==> config.mk <==
export PLATFORM = sky130hd
export DESIGN_NAME = pcl_pad_cell
export DESIGN_NICKNAME = d
export VERILOG_FILES = /design/src/rtl/pcl_pkg.sv /design/src/rtl/pcl_store.sv /design/src/rtl/pcl_pad_cell.sv
export SDC_FILE = /design/constraint.sdc
export NUM_CORES = 1
export LEC_CHECK = 0
export ABC_AREA = 1
export BUFFER_PORTS_ARGS = -buffer_cell sky130_fd_sc_hd__buf_2
export CAP_MARGIN = 10
export CORE_ASPECT_RATIO = 0.7
export CORE_MARGIN = 5
export CORE_UTILIZATION = 40
export DETAILED_ROUTE_END_ITERATION = 7
export SLEW_MARGIN = 5
export SYNTH_ARGS = -nofsm -noshare
export SYNTH_HDL_FRONTEND = slang
export SYNTH_SLANG_ARGS = --single-unit
export TNS_END_PERCENT = 50
==> constraint.sdc <==
create_clock -name CLOCK_IN -period 2.9 [get_ports CLOCK_IN]
set_input_delay 0.145 -clock CLOCK_IN [delete_from_list [all_inputs] [get_ports CLOCK_IN]]
set_output_delay 0.145 -clock CLOCK_IN [all_outputs]
set_load 0.02 [all_outputs]
==> src/rtl/pcl_pkg.sv <==
// Constants, register map and carrier types for the programmable pad cell
package pcl_pkg;

    // Bus geometry
    localparam int unsigned PCL_ADDR_W = 8;
    localparam int unsigned PCL_DATA_W = 32;

    // Register byte offsets
    localparam logic [7:0] PCL_OFF_CTRL = 8'h00;
    localparam logic [7:0] PCL_OFF_DELAY = 8'h04;
    localparam logic [7:0] PCL_OFF_ROUTE = 8'h08;
    localparam logic [7:0] PCL_OFF_INVERT = 8'h0C;
    localparam logic [7:0] PCL_OFF_STATUS = 8'h10;

    // Control register fields
    localparam int unsigned PCL_CTRL_LOCK_BIT = 0;

    // Delay register fields
    localparam int unsigned PCL_DLY_UNREG_LSB = 0;
    localparam int unsigned PCL_DLY_REG_LSB = 4;
    localparam int unsigned PCL_DLY_AUTO_BIT = 7;

    // Route register fields
    localparam int unsigned PCL_RT_OUT_REG_BIT = 0;
    localparam int unsigned PCL_RT_EN_REG_BIT = 1;
    localparam int unsigned PCL_RT_OUT_DDR_BIT = 2;
    localparam int unsigned PCL_RT_EN_DDR_BIT = 3;
    localparam int unsigned PCL_RT_CE_USE_LSB = 4;
    localparam int unsigned PCL_RT_LATCH_LSB = 8;
    localparam int unsigned PCL_RT_SYNC_LSB = 16;
    localparam int unsigned PCL_RT_SRHIGH_LSB = 24;

    // Status register fields
    localparam int unsigned PCL_ST_LOCKED_BIT = 0;
    localparam int unsigned PCL_ST_MISMATCH_BIT = 1;
    localparam int unsigned PCL_ST_PAD_BIT = 2;
    localparam int unsigned PCL_ST_CAP_UP_BIT = 3;
    localparam int unsigned PCL_ST_CAP_LO_BIT = 4;
    localparam int unsigned PCL_ST_OE_BIT = 5;
    localparam int unsigned PCL_ST_OUT_BIT = 6;

    // Invert register: fabric inputs in the low bits, pad input above
    localparam int unsigned PCL_FAB_W = 13;
    localparam int unsigned PCL_INV_W = 14;
    localparam int unsigned PCL_INV_PAD_BIT = 13;

    // Delay settings
    localparam int unsigned PCL_TAPS = 6;
    localparam logic [3:0] PCL_UNREG_MAX = 4'hC;
    localparam logic [3:0] PCL_UNREG_HALF = 4'h6;
    localparam logic [3:0] PCL_UNREG_RESET = 4'h0;
    localparam logic [2:0] PCL_REG_MAX = 3'h6;
    localparam logic [2:0] PCL_REG_HALF = 3'h3;
    localparam logic [2:0] PCL_REG_RESET = 3'h0;
    localparam logic [2:0] PCL_REG_TAP_STEP = 3'h2;

    // Storage elements: upper/lower pairs of input, output, enable paths
    localparam int unsigned PCL_ELEMS = 6;
    localparam int unsigned PCL_IN_ELEMS = 2;

    // Reset values
    localparam logic [31:0] PCL_ROUTE_RESET = 32'h0000_0000;
    localparam logic [13:0] PCL_INVERT_RESET = 14'h0000;
    localparam logic [31:0] PCL_ZERO = 32'h0000_0000;

    // Cell life: configuration, then operation
    typedef enum logic {
        PCL_CONFIG = 1'b0,
        PCL_RUN = 1'b1
    } pcl_mode_t;

    // Fabric-side inputs, all individually invertible
    typedef struct packed {
        logic drive_enable_lower;
        logic drive_enable_upper;
        logic out_data_lower;
        logic out_data_upper;
        logic force_opposite_input;
        logic force_initial_input;
        logic tce;
        logic oce;
        logic ice;
        logic otclk_lower;
        logic otclk_upper;
        logic iclk_lower;
        logic iclk_upper;
    } pcl_fabric_t;

    // Static mode of one storage element
    typedef struct packed {
        logic latch;
        logic sync;
        logic srhigh;
        logic ce_used;
    } pcl_store_cfg_t;

endpackage : pcl_pkg

==> src/rtl/pcl_store.sv <==
// One pad-cell storage element: flip-flop or latch with force controls
`timescale 1ns/10ps
module pcl_store (
    input wire logic CLOCK_IN, // System clock
    input wire logic RST_N_IN, // Synchronous reset, active low
    input wire logic D_IN, // Data input
    input wire logic CK_IN, // Element clock level from fabric
    input wire logic CE_IN, // Clock enable level
    input wire logic SR_IN, // Force-initial input
    input wire logic REV_IN, // Force-opposite input
    input wire pcl_pkg::pcl_store_cfg_t CFG_IN, // Static mode
    output logic Q_OUT // Stored value
);

    logic ck_prev;
    logic ck_rise;
    logic ce_eff;
    logic force_now;

    // Previous clock level for edge detection
    always_ff @(posedge CLOCK_IN) begin
        if (!RST_N_IN) begin
            ck_prev <= 1'b0;
        end else begin
            ck_prev <= CK_IN;
        end
    end

    // Edge, enable and force qualification
    assign ck_rise = CK_IN & ~ck_prev;
    assign ce_eff = CE_IN | ~CFG_IN.ce_used;
    assign force_now = (SR_IN | REV_IN) & (CFG_IN.sync ? ck_rise : 1'b1);

    // Stored value
    always_ff @(posedge CLOCK_IN) begin
        if (!RST_N_IN) begin
            Q_OUT <= 1'b0;
        end else if (force_now) begin
            if (SR_IN && REV_IN) begin
                Q_OUT <= 1'b0;
            end else begin
                Q_OUT <= SR_IN ? CFG_IN.srhigh : ~CFG_IN.srhigh;
            end
        end else if (CFG_IN.latch) begin
            if (CK_IN && ce_eff) begin
                Q_OUT <= D_IN;
            end
        end else if (ck_rise && ce_eff) begin
            Q_OUT <= D_IN;
        end
    end

endmodule : pcl_store

==> src/rtl/pcl_pad_cell.sv <==
// Programmable pad cell: input delay, three paths, APB configuration
//
// Overview of operation
// Pad signal passes optional delay straight to the direct fabric input, unstored.
// After the delay, an element pair feeds upper and lower captured inputs.
// Output data reaches the pad through a mux, direct or via element pair.
// Enable lines pass a mux, optionally via element pair, deciding pad drive.
// Every cell input, clocks and forces included, has its own inversion.
// Input-only variant keeps input path and drops all output and enable logic.
// Input delay is a bypassable coarse element then a six-tap line.
// All six taps serve the direct route; with coarse choice, twelve settings.
// Three taps serve the registered route; with coarse choice, six settings.
// Coarse element is engaged or bypassed for both routes together.
// Tap settings load at configuration time and stay fixed in operation.
// Direct-route setting accepts zero to twelve; zero bypasses all delay (here zero still gets coarse delay when the registered setting uses it).
// Settings are held per input; registered setting defaults to automatic.
// Software picks both settings from the same half when both are used.
// Elements load on clock edge only with enable; unconnected enable is on.
// Force-initial and force-opposite together give the element a zero.
// Mux route selections are static, loaded with the delay settings.
`timescale 1ns/10ps
module pcl_pad_cell #(
    parameter int unsigned COARSE_LEN = 4, // Coarse delay stages
    parameter logic [2:0] AUTO_SETTING = 3'h3, // Registered setting under auto
    parameter bit INPUT_ONLY = 1'b0 // Reduced input-only variant
) (
    input wire logic CLOCK_IN, // System clock, 125 MHz
    input wire logic RST_N_IN, // Synchronous reset, active low
    input wire logic PSEL_IN, // APB select
    input wire logic PENABLE_IN, // APB enable
    input wire logic PWRITE_IN, // APB direction
    input wire logic [pcl_pkg::PCL_ADDR_W-1:0] PADDR_IN, // APB byte address
    input wire logic [pcl_pkg::PCL_DATA_W-1:0] PWDATA_IN, // APB write data
    output logic PREADY_OUT, // APB ready
    output logic [pcl_pkg::PCL_DATA_W-1:0] PRDATA_OUT, // APB read data
    output logic PSLVERR_OUT, // APB error
    input wire logic PAD_IN, // Pad level seen by the receiver
    output logic PAD_OUT, // Level driven onto the pad
    output logic PAD_OE_OUT, // Pad driver enable, high drives
    input wire pcl_pkg::pcl_fabric_t FABRIC_IN, // Fabric control and data
    output logic DIRECT_INPUT_OUT, // Delayed pad level, unstored
    output logic CAPTURED_INPUT_UPPER_OUT, // Upper captured input
    output logic CAPTURED_INPUT_LOWER_OUT // Lower captured input
);

    localparam int unsigned N_ELEMS = INPUT_ONLY ? pcl_pkg::PCL_IN_ELEMS : pcl_pkg::PCL_ELEMS;

    pcl_pkg::pcl_mode_t mode;
    logic [3:0] unreg_tap_setting;
    logic [2:0] registered_tap_setting;
    logic reg_auto;
    logic [31:0] route;
    logic [pcl_pkg::PCL_INV_W-1:0] invert;
    pcl_pkg::pcl_fabric_t fab;
    logic pad_lvl;
    logic [COARSE_LEN-1:0] coarse;
    logic [pcl_pkg::PCL_TAPS:0] taps;
    logic [2:0] reg_eff;
    logic coarse_use;
    logic [2:0] unreg_tap;
    logic [2:0] reg_tap;
    logic mismatch;
    logic [pcl_pkg::PCL_ELEMS-1:0] elem_q;
    logic [pcl_pkg::PCL_ELEMS-1:0] elem_d;
    logic [pcl_pkg::PCL_ELEMS-1:0] elem_ck;
    logic [pcl_pkg::PCL_ELEMS-1:0] elem_ce;
    logic setup;
    logic commit;
    logic cfg_write_ok;
    logic next_err;
    logic [31:0] next_rdata;
    logic [31:0] status;
    logic [3:0] wr_unreg;
    logic [2:0] wr_reg;

    // True when a direct-route setting uses the coarse element
    function automatic logic unreg_coarse(input logic [3:0] s);
        unreg_coarse = s > pcl_pkg::PCL_UNREG_HALF;
    endfunction : unreg_coarse

    // True when a registered-route setting uses the coarse element
    function automatic logic reg_coarse(input logic [2:0] s);
        reg_coarse = s > pcl_pkg::PCL_REG_HALF;
    endfunction : reg_coarse

    // Input polarity applied to all fabric signals
    assign fab = pcl_pkg::pcl_fabric_t'(FABRIC_IN ^ invert[pcl_pkg::PCL_FAB_W-1:0]);

    // APB phase decode
    assign setup = PSEL_IN & ~PENABLE_IN;
    assign commit = PSEL_IN & PENABLE_IN & PREADY_OUT;
    assign cfg_write_ok = (mode == pcl_pkg::PCL_CONFIG);
    assign wr_unreg = PWDATA_IN[pcl_pkg::PCL_DLY_UNREG_LSB +: 4];
    assign wr_reg = PWDATA_IN[pcl_pkg::PCL_DLY_REG_LSB +: 3];

    // Status word built from live cell state
    always_comb begin
        status = pcl_pkg::PCL_ZERO;
        status[pcl_pkg::PCL_ST_LOCKED_BIT] = (mode == pcl_pkg::PCL_RUN);
        status[pcl_pkg::PCL_ST_MISMATCH_BIT] = mismatch;
        status[pcl_pkg::PCL_ST_PAD_BIT] = pad_lvl;
        status[pcl_pkg::PCL_ST_CAP_UP_BIT] = CAPTURED_INPUT_UPPER_OUT;
        status[pcl_pkg::PCL_ST_CAP_LO_BIT] = CAPTURED_INPUT_LOWER_OUT;
        status[pcl_pkg::PCL_ST_OE_BIT] = PAD_OE_OUT;
        status[pcl_pkg::PCL_ST_OUT_BIT] = PAD_OUT;
    end

    // Read data and error decode for the setup cycle
    always_comb begin
        next_rdata = pcl_pkg::PCL_ZERO;
        next_err = 1'b0;
        unique case (PADDR_IN)
            pcl_pkg::PCL_OFF_CTRL: begin
                next_rdata[pcl_pkg::PCL_CTRL_LOCK_BIT] = (mode == pcl_pkg::PCL_RUN);
            end
            pcl_pkg::PCL_OFF_DELAY: begin
                next_rdata[pcl_pkg::PCL_DLY_UNREG_LSB +: 4] = unreg_tap_setting;
                next_rdata[pcl_pkg::PCL_DLY_REG_LSB +: 3] = registered_tap_setting;
                next_rdata[pcl_pkg::PCL_DLY_AUTO_BIT] = reg_auto;
                next_err = PWRITE_IN & (~cfg_write_ok | (wr_unreg > pcl_pkg::PCL_UNREG_MAX)
                    | (wr_reg > pcl_pkg::PCL_REG_MAX));
            end
            pcl_pkg::PCL_OFF_ROUTE: begin
                next_rdata = route;
                next_err = PWRITE_IN & ~cfg_write_ok;
            end
            pcl_pkg::PCL_OFF_INVERT: begin
                next_rdata[pcl_pkg::PCL_INV_W-1:0] = invert;
                next_err = PWRITE_IN & ~cfg_write_ok;
            end
            pcl_pkg::PCL_OFF_STATUS: begin
                next_rdata = status;
                next_err = PWRITE_IN;
            end
            default: begin
                next_err = 1'b1;
            end
        endcase
    end

    // Ready raised for the access cycle after every setup
    always_ff @(posedge CLOCK_IN) begin
        if (!RST_N_IN) begin
            PREADY_OUT <= 1'b0;
        end else begin
            PREADY_OUT <= setup;
        end
    end

    // Read data and error captured in the setup cycle
    always_ff @(posedge CLOCK_IN) begin
        if (!RST_N_IN) begin
            PRDATA_OUT <= pcl_pkg::PCL_ZERO;
            PSLVERR_OUT <= 1'b0;
        end else if (setup) begin
            PRDATA_OUT <= PWRITE_IN ? pcl_pkg::PCL_ZERO : next_rdata;
            PSLVERR_OUT <= next_err;
        end
    end

    // Configuration to operation; only reset returns to configuration
    always_ff @(posedge CLOCK_IN) begin
        if (!RST_N_IN) begin
            mode <= pcl_pkg::PCL_CONFIG;
        end else if (commit && PWRITE_IN && !PSLVERR_OUT && PADDR_IN == pcl_pkg::PCL_OFF_CTRL
            && PWDATA_IN[pcl_pkg::PCL_CTRL_LOCK_BIT]) begin
            mode <= pcl_pkg::PCL_RUN;
        end
    end

    // Delay settings, writable only during configuration
    always_ff @(posedge CLOCK_IN) begin
        if (!RST_N_IN) begin
            unreg_tap_setting <= pcl_pkg::PCL_UNREG_RESET;
            registered_tap_setting <= pcl_pkg::PCL_REG_RESET;
            reg_auto <= 1'b1;
        end else if (commit && PWRITE_IN && !PSLVERR_OUT
            && PADDR_IN == pcl_pkg::PCL_OFF_DELAY) begin
            unreg_tap_setting <= wr_unreg;
            registered_tap_setting <= wr_reg;
            reg_auto <= PWDATA_IN[pcl_pkg::PCL_DLY_AUTO_BIT];
        end
    end

    // Route and element modes, static after configuration
    always_ff @(posedge CLOCK_IN) begin
        if (!RST_N_IN) begin
            route <= pcl_pkg::PCL_ROUTE_RESET;
        end else if (commit && PWRITE_IN && !PSLVERR_OUT
            && PADDR_IN == pcl_pkg::PCL_OFF_ROUTE) begin
            route <= PWDATA_IN;
        end
    end

    // Per-input inversion selections
    always_ff @(posedge CLOCK_IN) begin
        if (!RST_N_IN) begin
            invert <= pcl_pkg::PCL_INVERT_RESET;
        end else if (commit && PWRITE_IN && !PSLVERR_OUT
            && PADDR_IN == pcl_pkg::PCL_OFF_INVERT) begin
            invert <= PWDATA_IN[pcl_pkg::PCL_INV_W-1:0];
        end
    end

    // Effective registered setting and shared coarse choice
    assign reg_eff = reg_auto ? AUTO_SETTING : registered_tap_setting;
    assign coarse_use = (unreg_tap_setting != pcl_pkg::PCL_UNREG_RESET)
        ? unreg_coarse(unreg_tap_setting) : reg_coarse(reg_eff);
    assign mismatch = (unreg_tap_setting != pcl_pkg::PCL_UNREG_RESET)
        && (reg_eff != pcl_pkg::PCL_REG_RESET)
        && (unreg_coarse(unreg_tap_setting) != reg_coarse(reg_eff));

    // Tap numbers: direct route any of six, registered route every second
    always_comb begin
        if (unreg_tap_setting == pcl_pkg::PCL_UNREG_RESET) begin
            unreg_tap = 3'h0;
        end else if (unreg_coarse(unreg_tap_setting)) begin
            unreg_tap = 3'(unreg_tap_setting - pcl_pkg::PCL_UNREG_HALF);
        end else begin
            unreg_tap = unreg_tap_setting[2:0];
        end
    end

    // Registered route uses taps two, four and six
    always_comb begin
        if (reg_eff == pcl_pkg::PCL_REG_RESET) begin
            reg_tap = 3'h0;
        end else if (reg_coarse(reg_eff)) begin
            reg_tap = 3'((reg_eff - pcl_pkg::PCL_REG_HALF) * pcl_pkg::PCL_REG_TAP_STEP);
        end else begin
            reg_tap = 3'(reg_eff * pcl_pkg::PCL_REG_TAP_STEP);
        end
    end

    // Pad sample with its own inversion
    always_ff @(posedge CLOCK_IN) begin
        if (!RST_N_IN) begin
            pad_lvl <= 1'b0;
        end else begin
            pad_lvl <= PAD_IN ^ invert[pcl_pkg::PCL_INV_PAD_BIT];
        end
    end

    // Coarse delay element
    always_ff @(posedge CLOCK_IN) begin
        if (!RST_N_IN) begin
            coarse <= '0;
        end else begin
            coarse <= {coarse[COARSE_LEN-2:0], pad_lvl};
        end
    end

    // Head of the tap line, coarse element engaged or bypassed
    assign taps[0] = coarse_use ? coarse[COARSE_LEN-1] : pad_lvl;

    // Six-tap delay line
    genvar t;
    generate
        for (t = 1; t <= pcl_pkg::PCL_TAPS; t++) begin : g_tap
            always_ff @(posedge CLOCK_IN) begin
                if (!RST_N_IN) begin
                    taps[t] <= 1'b0;
                end else begin
                    taps[t] <= taps[t-1];
                end
            end
        end
    endgenerate

    // Direct fabric input from the selected tap, no storage element
    always_ff @(posedge CLOCK_IN) begin
        if (!RST_N_IN) begin
            DIRECT_INPUT_OUT <= 1'b0;
        end else begin
            DIRECT_INPUT_OUT <= taps[unreg_tap];
        end
    end

    // Element clocks, enables and data by position
    assign elem_ck = {fab.otclk_lower, fab.otclk_upper, fab.otclk_lower, fab.otclk_upper,
        fab.iclk_lower, fab.iclk_upper};
    assign elem_ce = {fab.tce, fab.tce, fab.oce, fab.oce, fab.ice, fab.ice};
    assign elem_d = {fab.drive_enable_lower, fab.drive_enable_upper, fab.out_data_lower,
        fab.out_data_upper, taps[reg_tap], taps[reg_tap]};

    // Storage element pairs; input-only cells build just the input pair
    genvar e;
    generate
        for (e = 0; e < pcl_pkg::PCL_ELEMS; e++) begin : g_elem
            if (e < N_ELEMS) begin : g_on
                pcl_store u_store (
                    .CLOCK_IN(CLOCK_IN),
                    .RST_N_IN(RST_N_IN),
                    .D_IN(elem_d[e]),
                    .CK_IN(elem_ck[e]),
                    .CE_IN(elem_ce[e]),
                    .SR_IN(fab.force_initial_input),
                    .REV_IN(fab.force_opposite_input),
                    .CFG_IN({route[pcl_pkg::PCL_RT_LATCH_LSB + e],
                        route[pcl_pkg::PCL_RT_SYNC_LSB + e],
                        route[pcl_pkg::PCL_RT_SRHIGH_LSB + e],
                        route[pcl_pkg::PCL_RT_CE_USE_LSB + e / 2]}),
                    .Q_OUT(elem_q[e])
                );
            end else begin : g_off
                assign elem_q[e] = 1'b0;
            end
        end
    endgenerate

    // Captured inputs held in flip-flops toward the fabric
    always_ff @(posedge CLOCK_IN) begin
        if (!RST_N_IN) begin
            CAPTURED_INPUT_UPPER_OUT <= 1'b0;
            CAPTURED_INPUT_LOWER_OUT <= 1'b0;
        end else begin
            CAPTURED_INPUT_UPPER_OUT <= elem_q[0];
            CAPTURED_INPUT_LOWER_OUT <= elem_q[1];
        end
    end

    // Output and enable paths, absent in the input-only variant
    generate
        if (INPUT_ONLY) begin : g_in_only
            always_ff @(posedge CLOCK_IN) begin
                PAD_OUT <= 1'b0;
                PAD_OE_OUT <= 1'b0;
            end
        end else begin : g_full
            logic out_sel;
            logic en_sel;

            // Output mux: direct or element pair, pair alternated by clock level
            always_comb begin
                if (route[pcl_pkg::PCL_RT_OUT_REG_BIT]) begin
                    out_sel = (route[pcl_pkg::PCL_RT_OUT_DDR_BIT] && !fab.otclk_upper)
                        ? elem_q[3] : elem_q[2];
                end else begin
                    out_sel = (route[pcl_pkg::PCL_RT_OUT_DDR_BIT] && !fab.otclk_upper)
                        ? fab.out_data_lower : fab.out_data_upper;
                end
            end

            // Enable mux: direct or element pair
            always_comb begin
                if (route[pcl_pkg::PCL_RT_EN_REG_BIT]) begin
                    en_sel = (route[pcl_pkg::PCL_RT_EN_DDR_BIT] && !fab.otclk_upper)
                        ? elem_q[5] : elem_q[4];
                end else begin
                    en_sel = (route[pcl_pkg::PCL_RT_EN_DDR_BIT] && !fab.otclk_upper)
                        ? fab.drive_enable_lower : fab.drive_enable_upper;
                end
            end

            // Pad driver, held off until configuration is locked
            always_ff @(posedge CLOCK_IN) begin
                if (!RST_N_IN) begin
                    PAD_OUT <= 1'b0;
                    PAD_OE_OUT <= 1'b0;
                end else begin
                    PAD_OUT <= out_sel;
                    PAD_OE_OUT <= en_sel && (mode == pcl_pkg::PCL_RUN);
                end
            end
        end
    endgenerate

endmodule : pcl_pad_cell

Word level (Yosys, flattened, before mapping)
Cells that the tools add are included.
Word-level totals
  logic and storage cells: 199
  input port bits: 59
  memories: 0
  bits in read-only memories: 0
  latch bits: 0
  bits in registers: 115
  output and inout bits: 39
  memory bits (writable): 0
Cells by class
  reduce and logical (&&, ||, !) cells: 46
  shift operators: 0
  magnitude comparators: 6
  muxes and demuxes: 65
  div/mod/pow operators: 0
  multiply operators: 0
  add/sub/neg operators: 2
  eq/ne operators: 11
  bitwise operators: 37
Operators with widths (count)
  two-way mux 1 bit: 52
  two-way mux 32 bit: 1
  one-hot mux 7 bit (4 select lines): 1
  logical AND 1 bit: 25
  nonzero test 3 bit: 7
  two-way mux 18 bit: 1
  != test 3 x 1 -> 1 bit, second input constant: 6
  equality test 8 x 4 -> 1 bit, second input constant: 2
  AND 1 bit: 15
  two-way mux 3 bit: 5
  inverter 1 bit: 14
  bitwise XOR 13 bit: 1
  one-hot mux 6 bit (2 select lines): 1
  AND reduction 2 bit: 6
  equality test 8 x 3 -> 1 bit, second input constant: 1
  equality test 8 x 5 -> 1 bit, second input constant: 1
  logical NOT 8 bit: 1
  less-than comparator 3 x 4 -> 1 bit, second input constant: 2
  one-hot mux 1 bit (4 select lines): 2
  binary-select mux 1 bit (select 3 bit): 2
  OR 1 bit: 6
  > comparator 4 x 3 -> 1 bit, second input constant: 1
  > comparator 4 bit, second input constant: 1
  logical NOT 4 bit: 1
  other kinds (10): 12

Longest topological paths before layout
  depth in word-level cells: 9
  gate-level depth with buffers: 11
  gate-level depth less buffers: 11

Modules after synthesis
A second synthesis with hierarchy kept.
Second synthesis, totals
  cells, all modules: 786
  area, all modules: 5575.3 um2
Modules (own cells, without submodules)
  pcl_pad_cell: times used 1, area each 4659.5 um2, sequential area each 2102.0 um2, cells an instance 624
  pcl_store: times used 6, area each 152.6 um2, sequential area each 40.0 um2, cells an instance 27

Least setup slack after synthesis
Ideal clock, no wire load.
  kind: flip-flop to flip-flop
  start point: register PSLVERR_OUT
  end point: register invert[6] in the netlist's numbering
  data arrival time: 1.351 ns
  cell stages (with the launch flop): 7
  setup time: 0.143 ns
  data required time: 2.757 ns
  setup slack: 1.405 ns
  buffers on the path: 2
  clock period less this slack: 1.495 ns
  cells stage by stage: dfxtp_1 > nor3b_2 > nand3_4 > buf_6 > nor2_8 > buf_4 > a211oi_1
On the way
  longest elaborated chain between the ends: 3
RTL lines
  start, declared: line pcl_pad_cell.sv:36  | output logic PSLVERR_OUT,
  start signal, assigned: line pcl_pad_cell.sv:157  | PSLVERR_OUT <= next_err;
  logical NOT 1 bit: line pcl_pad_cell.sv:199  | end else if (commit && PWRITE_IN && !PSLVERR_OUT
  logical AND 1 bit: line pcl_pad_cell.sv:199
  logical AND 1 bit: line pcl_pad_cell.sv:200  | && PADDR_IN == pcl_pkg::PCL_OFF_INVERT) begin
  end signal, assigned: line pcl_pad_cell.sv:198  | invert <= pcl_pkg::PCL_INVERT_RESET;
  end signal, assigned: line pcl_pad_cell.sv:201  | invert <= PWDATA_IN[pcl_pkg::PCL_INV_W-1:0];
  end, declared: line pcl_pad_cell.sv:53  | logic [pcl_pkg::PCL_INV_W-1:0] invert;
No other way between the ends.
A chain may end at the register's enable or synchronous reset.

Worst setup path in the final report
  start point: register PSLVERR_OUT
  end point: register route[1]
On the way
  longest elaborated chain between the ends: 3
RTL lines
  logical NOT 1 bit: line pcl_pad_cell.sv:189  | end else if (commit && PWRITE_IN && !PSLVERR_OUT
  logical AND 1 bit: line pcl_pad_cell.sv:189
  logical AND 1 bit: line pcl_pad_cell.sv:190  | && PADDR_IN == pcl_pkg::PCL_OFF_ROUTE) begin
  end signal, assigned: line pcl_pad_cell.sv:188  | route <= pcl_pkg::PCL_ROUTE_RESET;
  end, declared: line pcl_pad_cell.sv:52  | logic [31:0] route;
No other way between the ends.

==> flow_summary.yaml <==
place:
  io_buffers: 97
  dp_hpwl_mm: 11.8
  placed_area_sq_um: 5840
  place.gp.congestion: 0.924
global_routing:
  grt_pass1_wl_mm: 25.8
  met2_usage_pct: 30.0
  globalRoute.totalOverflow: 0
  grt_max_degree: 47
  grt_usage_pct: 21.0
  busiest_layer: "met1"
  grtUsageMet3_pct: 7.20
  use_met1_pct: 30.7
  grt_pass1_vias: 4879
  antenna_found_initial: 0
route:
  antenna_left: 0
  drc: 0
  dr.pass1.iters: 5
  drt_iter0_markers: 428
  post_drt_via_cell_ratio: 5.24
  vias: 5220
  routed_wl_mm: 16.0
  wl_per_cell_um: 16.1
layout:
  fin_area_sq_um: 6620
  antennaDiodeCount: 0
  utilization_pct: 50.5
  drive_above_1_share_pct: 20.4
  nets: 879
  area_growth_pct: 24.6
yosys:
  ys.flop_type: "dfxtp_1"
  ys_seq_area_share_pct: 43.3
  synthArstFlopShare_pct: 0
  synth_top_area_cell: "dfxtp_1"
  syn_nets: 775
  ys_seq_elements: 115
  syn_inst: 715
  postSynthAreaPerCell_sq_um: 7.43
  synth_edf_count: 0
  synth_top_area_share_pct: 43.3
  synth.distinct_cells: 39
  syn_area_sq_um: 5310
  synth_top_cells_by_area: "dfxtp_1, nand2_1, a21oi_1"
  yosysWarnings: 0
floorplanning:
  die_w_um: 148
  die-height_um: 106
  num_io_pins: 98
  row_count: 35
  dieArea_sq_um: 15700
  core_area_sq_um: 13100
  initial_core_util_pct: 40.6
clocking:
  clk_latency_ns: 0.41
  cts_tree: "yes"
  cts.sinks: 115
  numCtsBuffers: 17
  cts_max_level: 4
  cts_resized: 0
  clk_pin_slew_worst_paths_ns: 0.05
  cts_root_buffer: "clkbuf_16"
  clk_path_buf_depth: 2
  cts_setup_buffers: 0
critical_path:
  critical_path.startpoint_type: "register"
  arrival_ns: 2.27
  worstPathMaxFanout: 46
  cp.required_ns: 3.21
  end_kind: "register"
  worstSetupPathType: "reg -> reg"
sta:
  fin_crit_ns: 1.96
  rsz0062_at_grt: "no"
  slew_viol_final: 0
  skew_ns: 0.0107
  fin_setup_tns_ns: 0
  max_freq_mhz: 510
  setup_violations: 0
  slew_headroom_pct: 49.3
  tightestPinTransition_ns: 0.759
  hold_violations: 0
  fin_crit_sh_pct: 67.6
power:
  power_density_nw_per_um2: 596
  switching_share_pct: 21.7
  clock_power_share_pct: 53.7
  p_switching_mw: 0.857
  p_int_mw: 3.08
  power_frac_comb_pct: 5.5
  seq_power_share_pct: 40.8
  irDropWorstVdd_mv: 0.415
  p_leak_nw: 2.91
run_status:
  status: "finished clean"
hold_path:
  min_path_type: "in -> reg"
run:
  drv_cap: 0
## synthesized netlist by cell type, types with 5 or more instances
cell / number
a211oi_1: 14
a211oi_2: 14
a21oi_1: 69
buf_2: 7
buf_4: 5
buf_6: 5
clkbuf_1: 16
dfxtp_1: 115
inv_1: 67
nand2_1: 171
nand3_1: 58
nand4_1: 11
nor2_1: 61
o211ai_1: 8
o21ai_0: 45
xnor2_1: 8
## logic make-up (layout without fill, tap and decap cells)
family	count (synthesis)	count (layout)	synth area share, %
compound gates	159	159	18.4
xor+xnor	12	12	1.98
simple gates	322	322	27.0
buf+inv	106	221	8.95
flops	115	115	43.3
fa+ha+maj	1	1	0.236
## sequential cells by signal (all words and copies together) (netlist names), 3 cells and up
signal,cells
coarse,4
unreg_tap_setting,4
route,32
invert,14
PRDATA_OUT,32
taps,6
registered_tap_setting,3
g_elem.g_on.u_store.ck_prev,4
g_elem.g_on.u_store.Q_OUT,6
## final timing paths
kind | startpoint | to | slack, ns | cells past startpoint
max | PSLVERR_OUT | route[1] | 0.94 | 5
min | PWDATA_IN[7] | reg_auto | 0.01 | 3
max reg2reg | PSLVERR_OUT | route[1] | 0.94 | 5
min reg2reg | coarse[1] | coarse[2] | 0.42 | 2
## per-stage QoR
| step | hold slack, ns | std cells | setup slack (ns) | power, mW |
|---|---|---|---|---|
| finish | 0.0107 | 996 | 0.939 | 3.94 |
| global placement | 0.392 | 948 | 1.02 | 1.84 |
| global route | 0.0167 | 996 | 0.711 | 4.08 |
| CTS | 0.00100 | 995 | 0.936 | 3.97 |
| detailed placement | 0.402 | 948 | 0.864 | 1.84 |
| floorplan | 0.275 | 715 | 1.41 | 1.75 |
## critical path, cell delays in order (launching register included)
cell and delay [ns]:
dfxtp_1 0.33, nor3b_2 0.24, nand3_4 0.33, nor2_8 0.63
nor2_1 0.08, a211oi_1 0.20
## metal layers
metal | up-vias | routed length (um)
li1 | 2578 | -
met1 | 2444 | 7910
met2 | 184 | 6570
met3 | 14 | 1400
met4 | 0 | 140
met5 | - | 0
## placed cells by master (no fill, tap or decap), types with 5 or more instances in the layout
| cell type | Yosys | final |
|---|---|---|
| xnor2_1 | 8 | 8 |
| nor2_1 | 61 | 60 |
| a211oi_2 | 14 | 14 |
| a211oi_1 | 14 | 14 |
| dfxtp_1 | 115 | 115 |
| o211ai_1 | 8 | 8 |
| clkbuf_16 | 0 | 17 |
| dlygate4sd3_1 | 0 | 18 |
| nand4_1 | 11 | 11 |
| buf_2 | 7 | 97 |
| buf_4 | 5 | 5 |
| nand3_1 | 58 | 58 |
| nand2_1 | 171 | 171 |
| inv_1 | 67 | 67 |
| o21ai_0 | 45 | 45 |
| a21oi_1 | 69 | 69 |
## final cells by class
cell class | count | area (sq um)
Fill cell | 1283 | 6480
Multi-Input combinational cell | 494 | 2540
Inverter | 71 | 267
Clock inverter | 9 | 130
Tap cell | 166 | 208
Timing Repair Buffer | 120 | 703
Sequential cell | 115 | 2300
Clock buffer | 21 | 470
## power groups by stage
stage	logic (mW)	clock network, mW	registers (mW)
floorplan	0.112	0	1.64
global placement	0.196	0	1.64
detailed placement	0.199	0	1.64
CTS	0.218	2.15	1.61
global route	0.244	2.22	1.61
finish	0.219	2.12	1.61
## repair_timing
item,4_1_cts,5_1_grt
setup endpoints to repair,0,0
hold buffers,17,1
endpoints found under the hold margin,17,1
(Power assumes the default switching activity.)
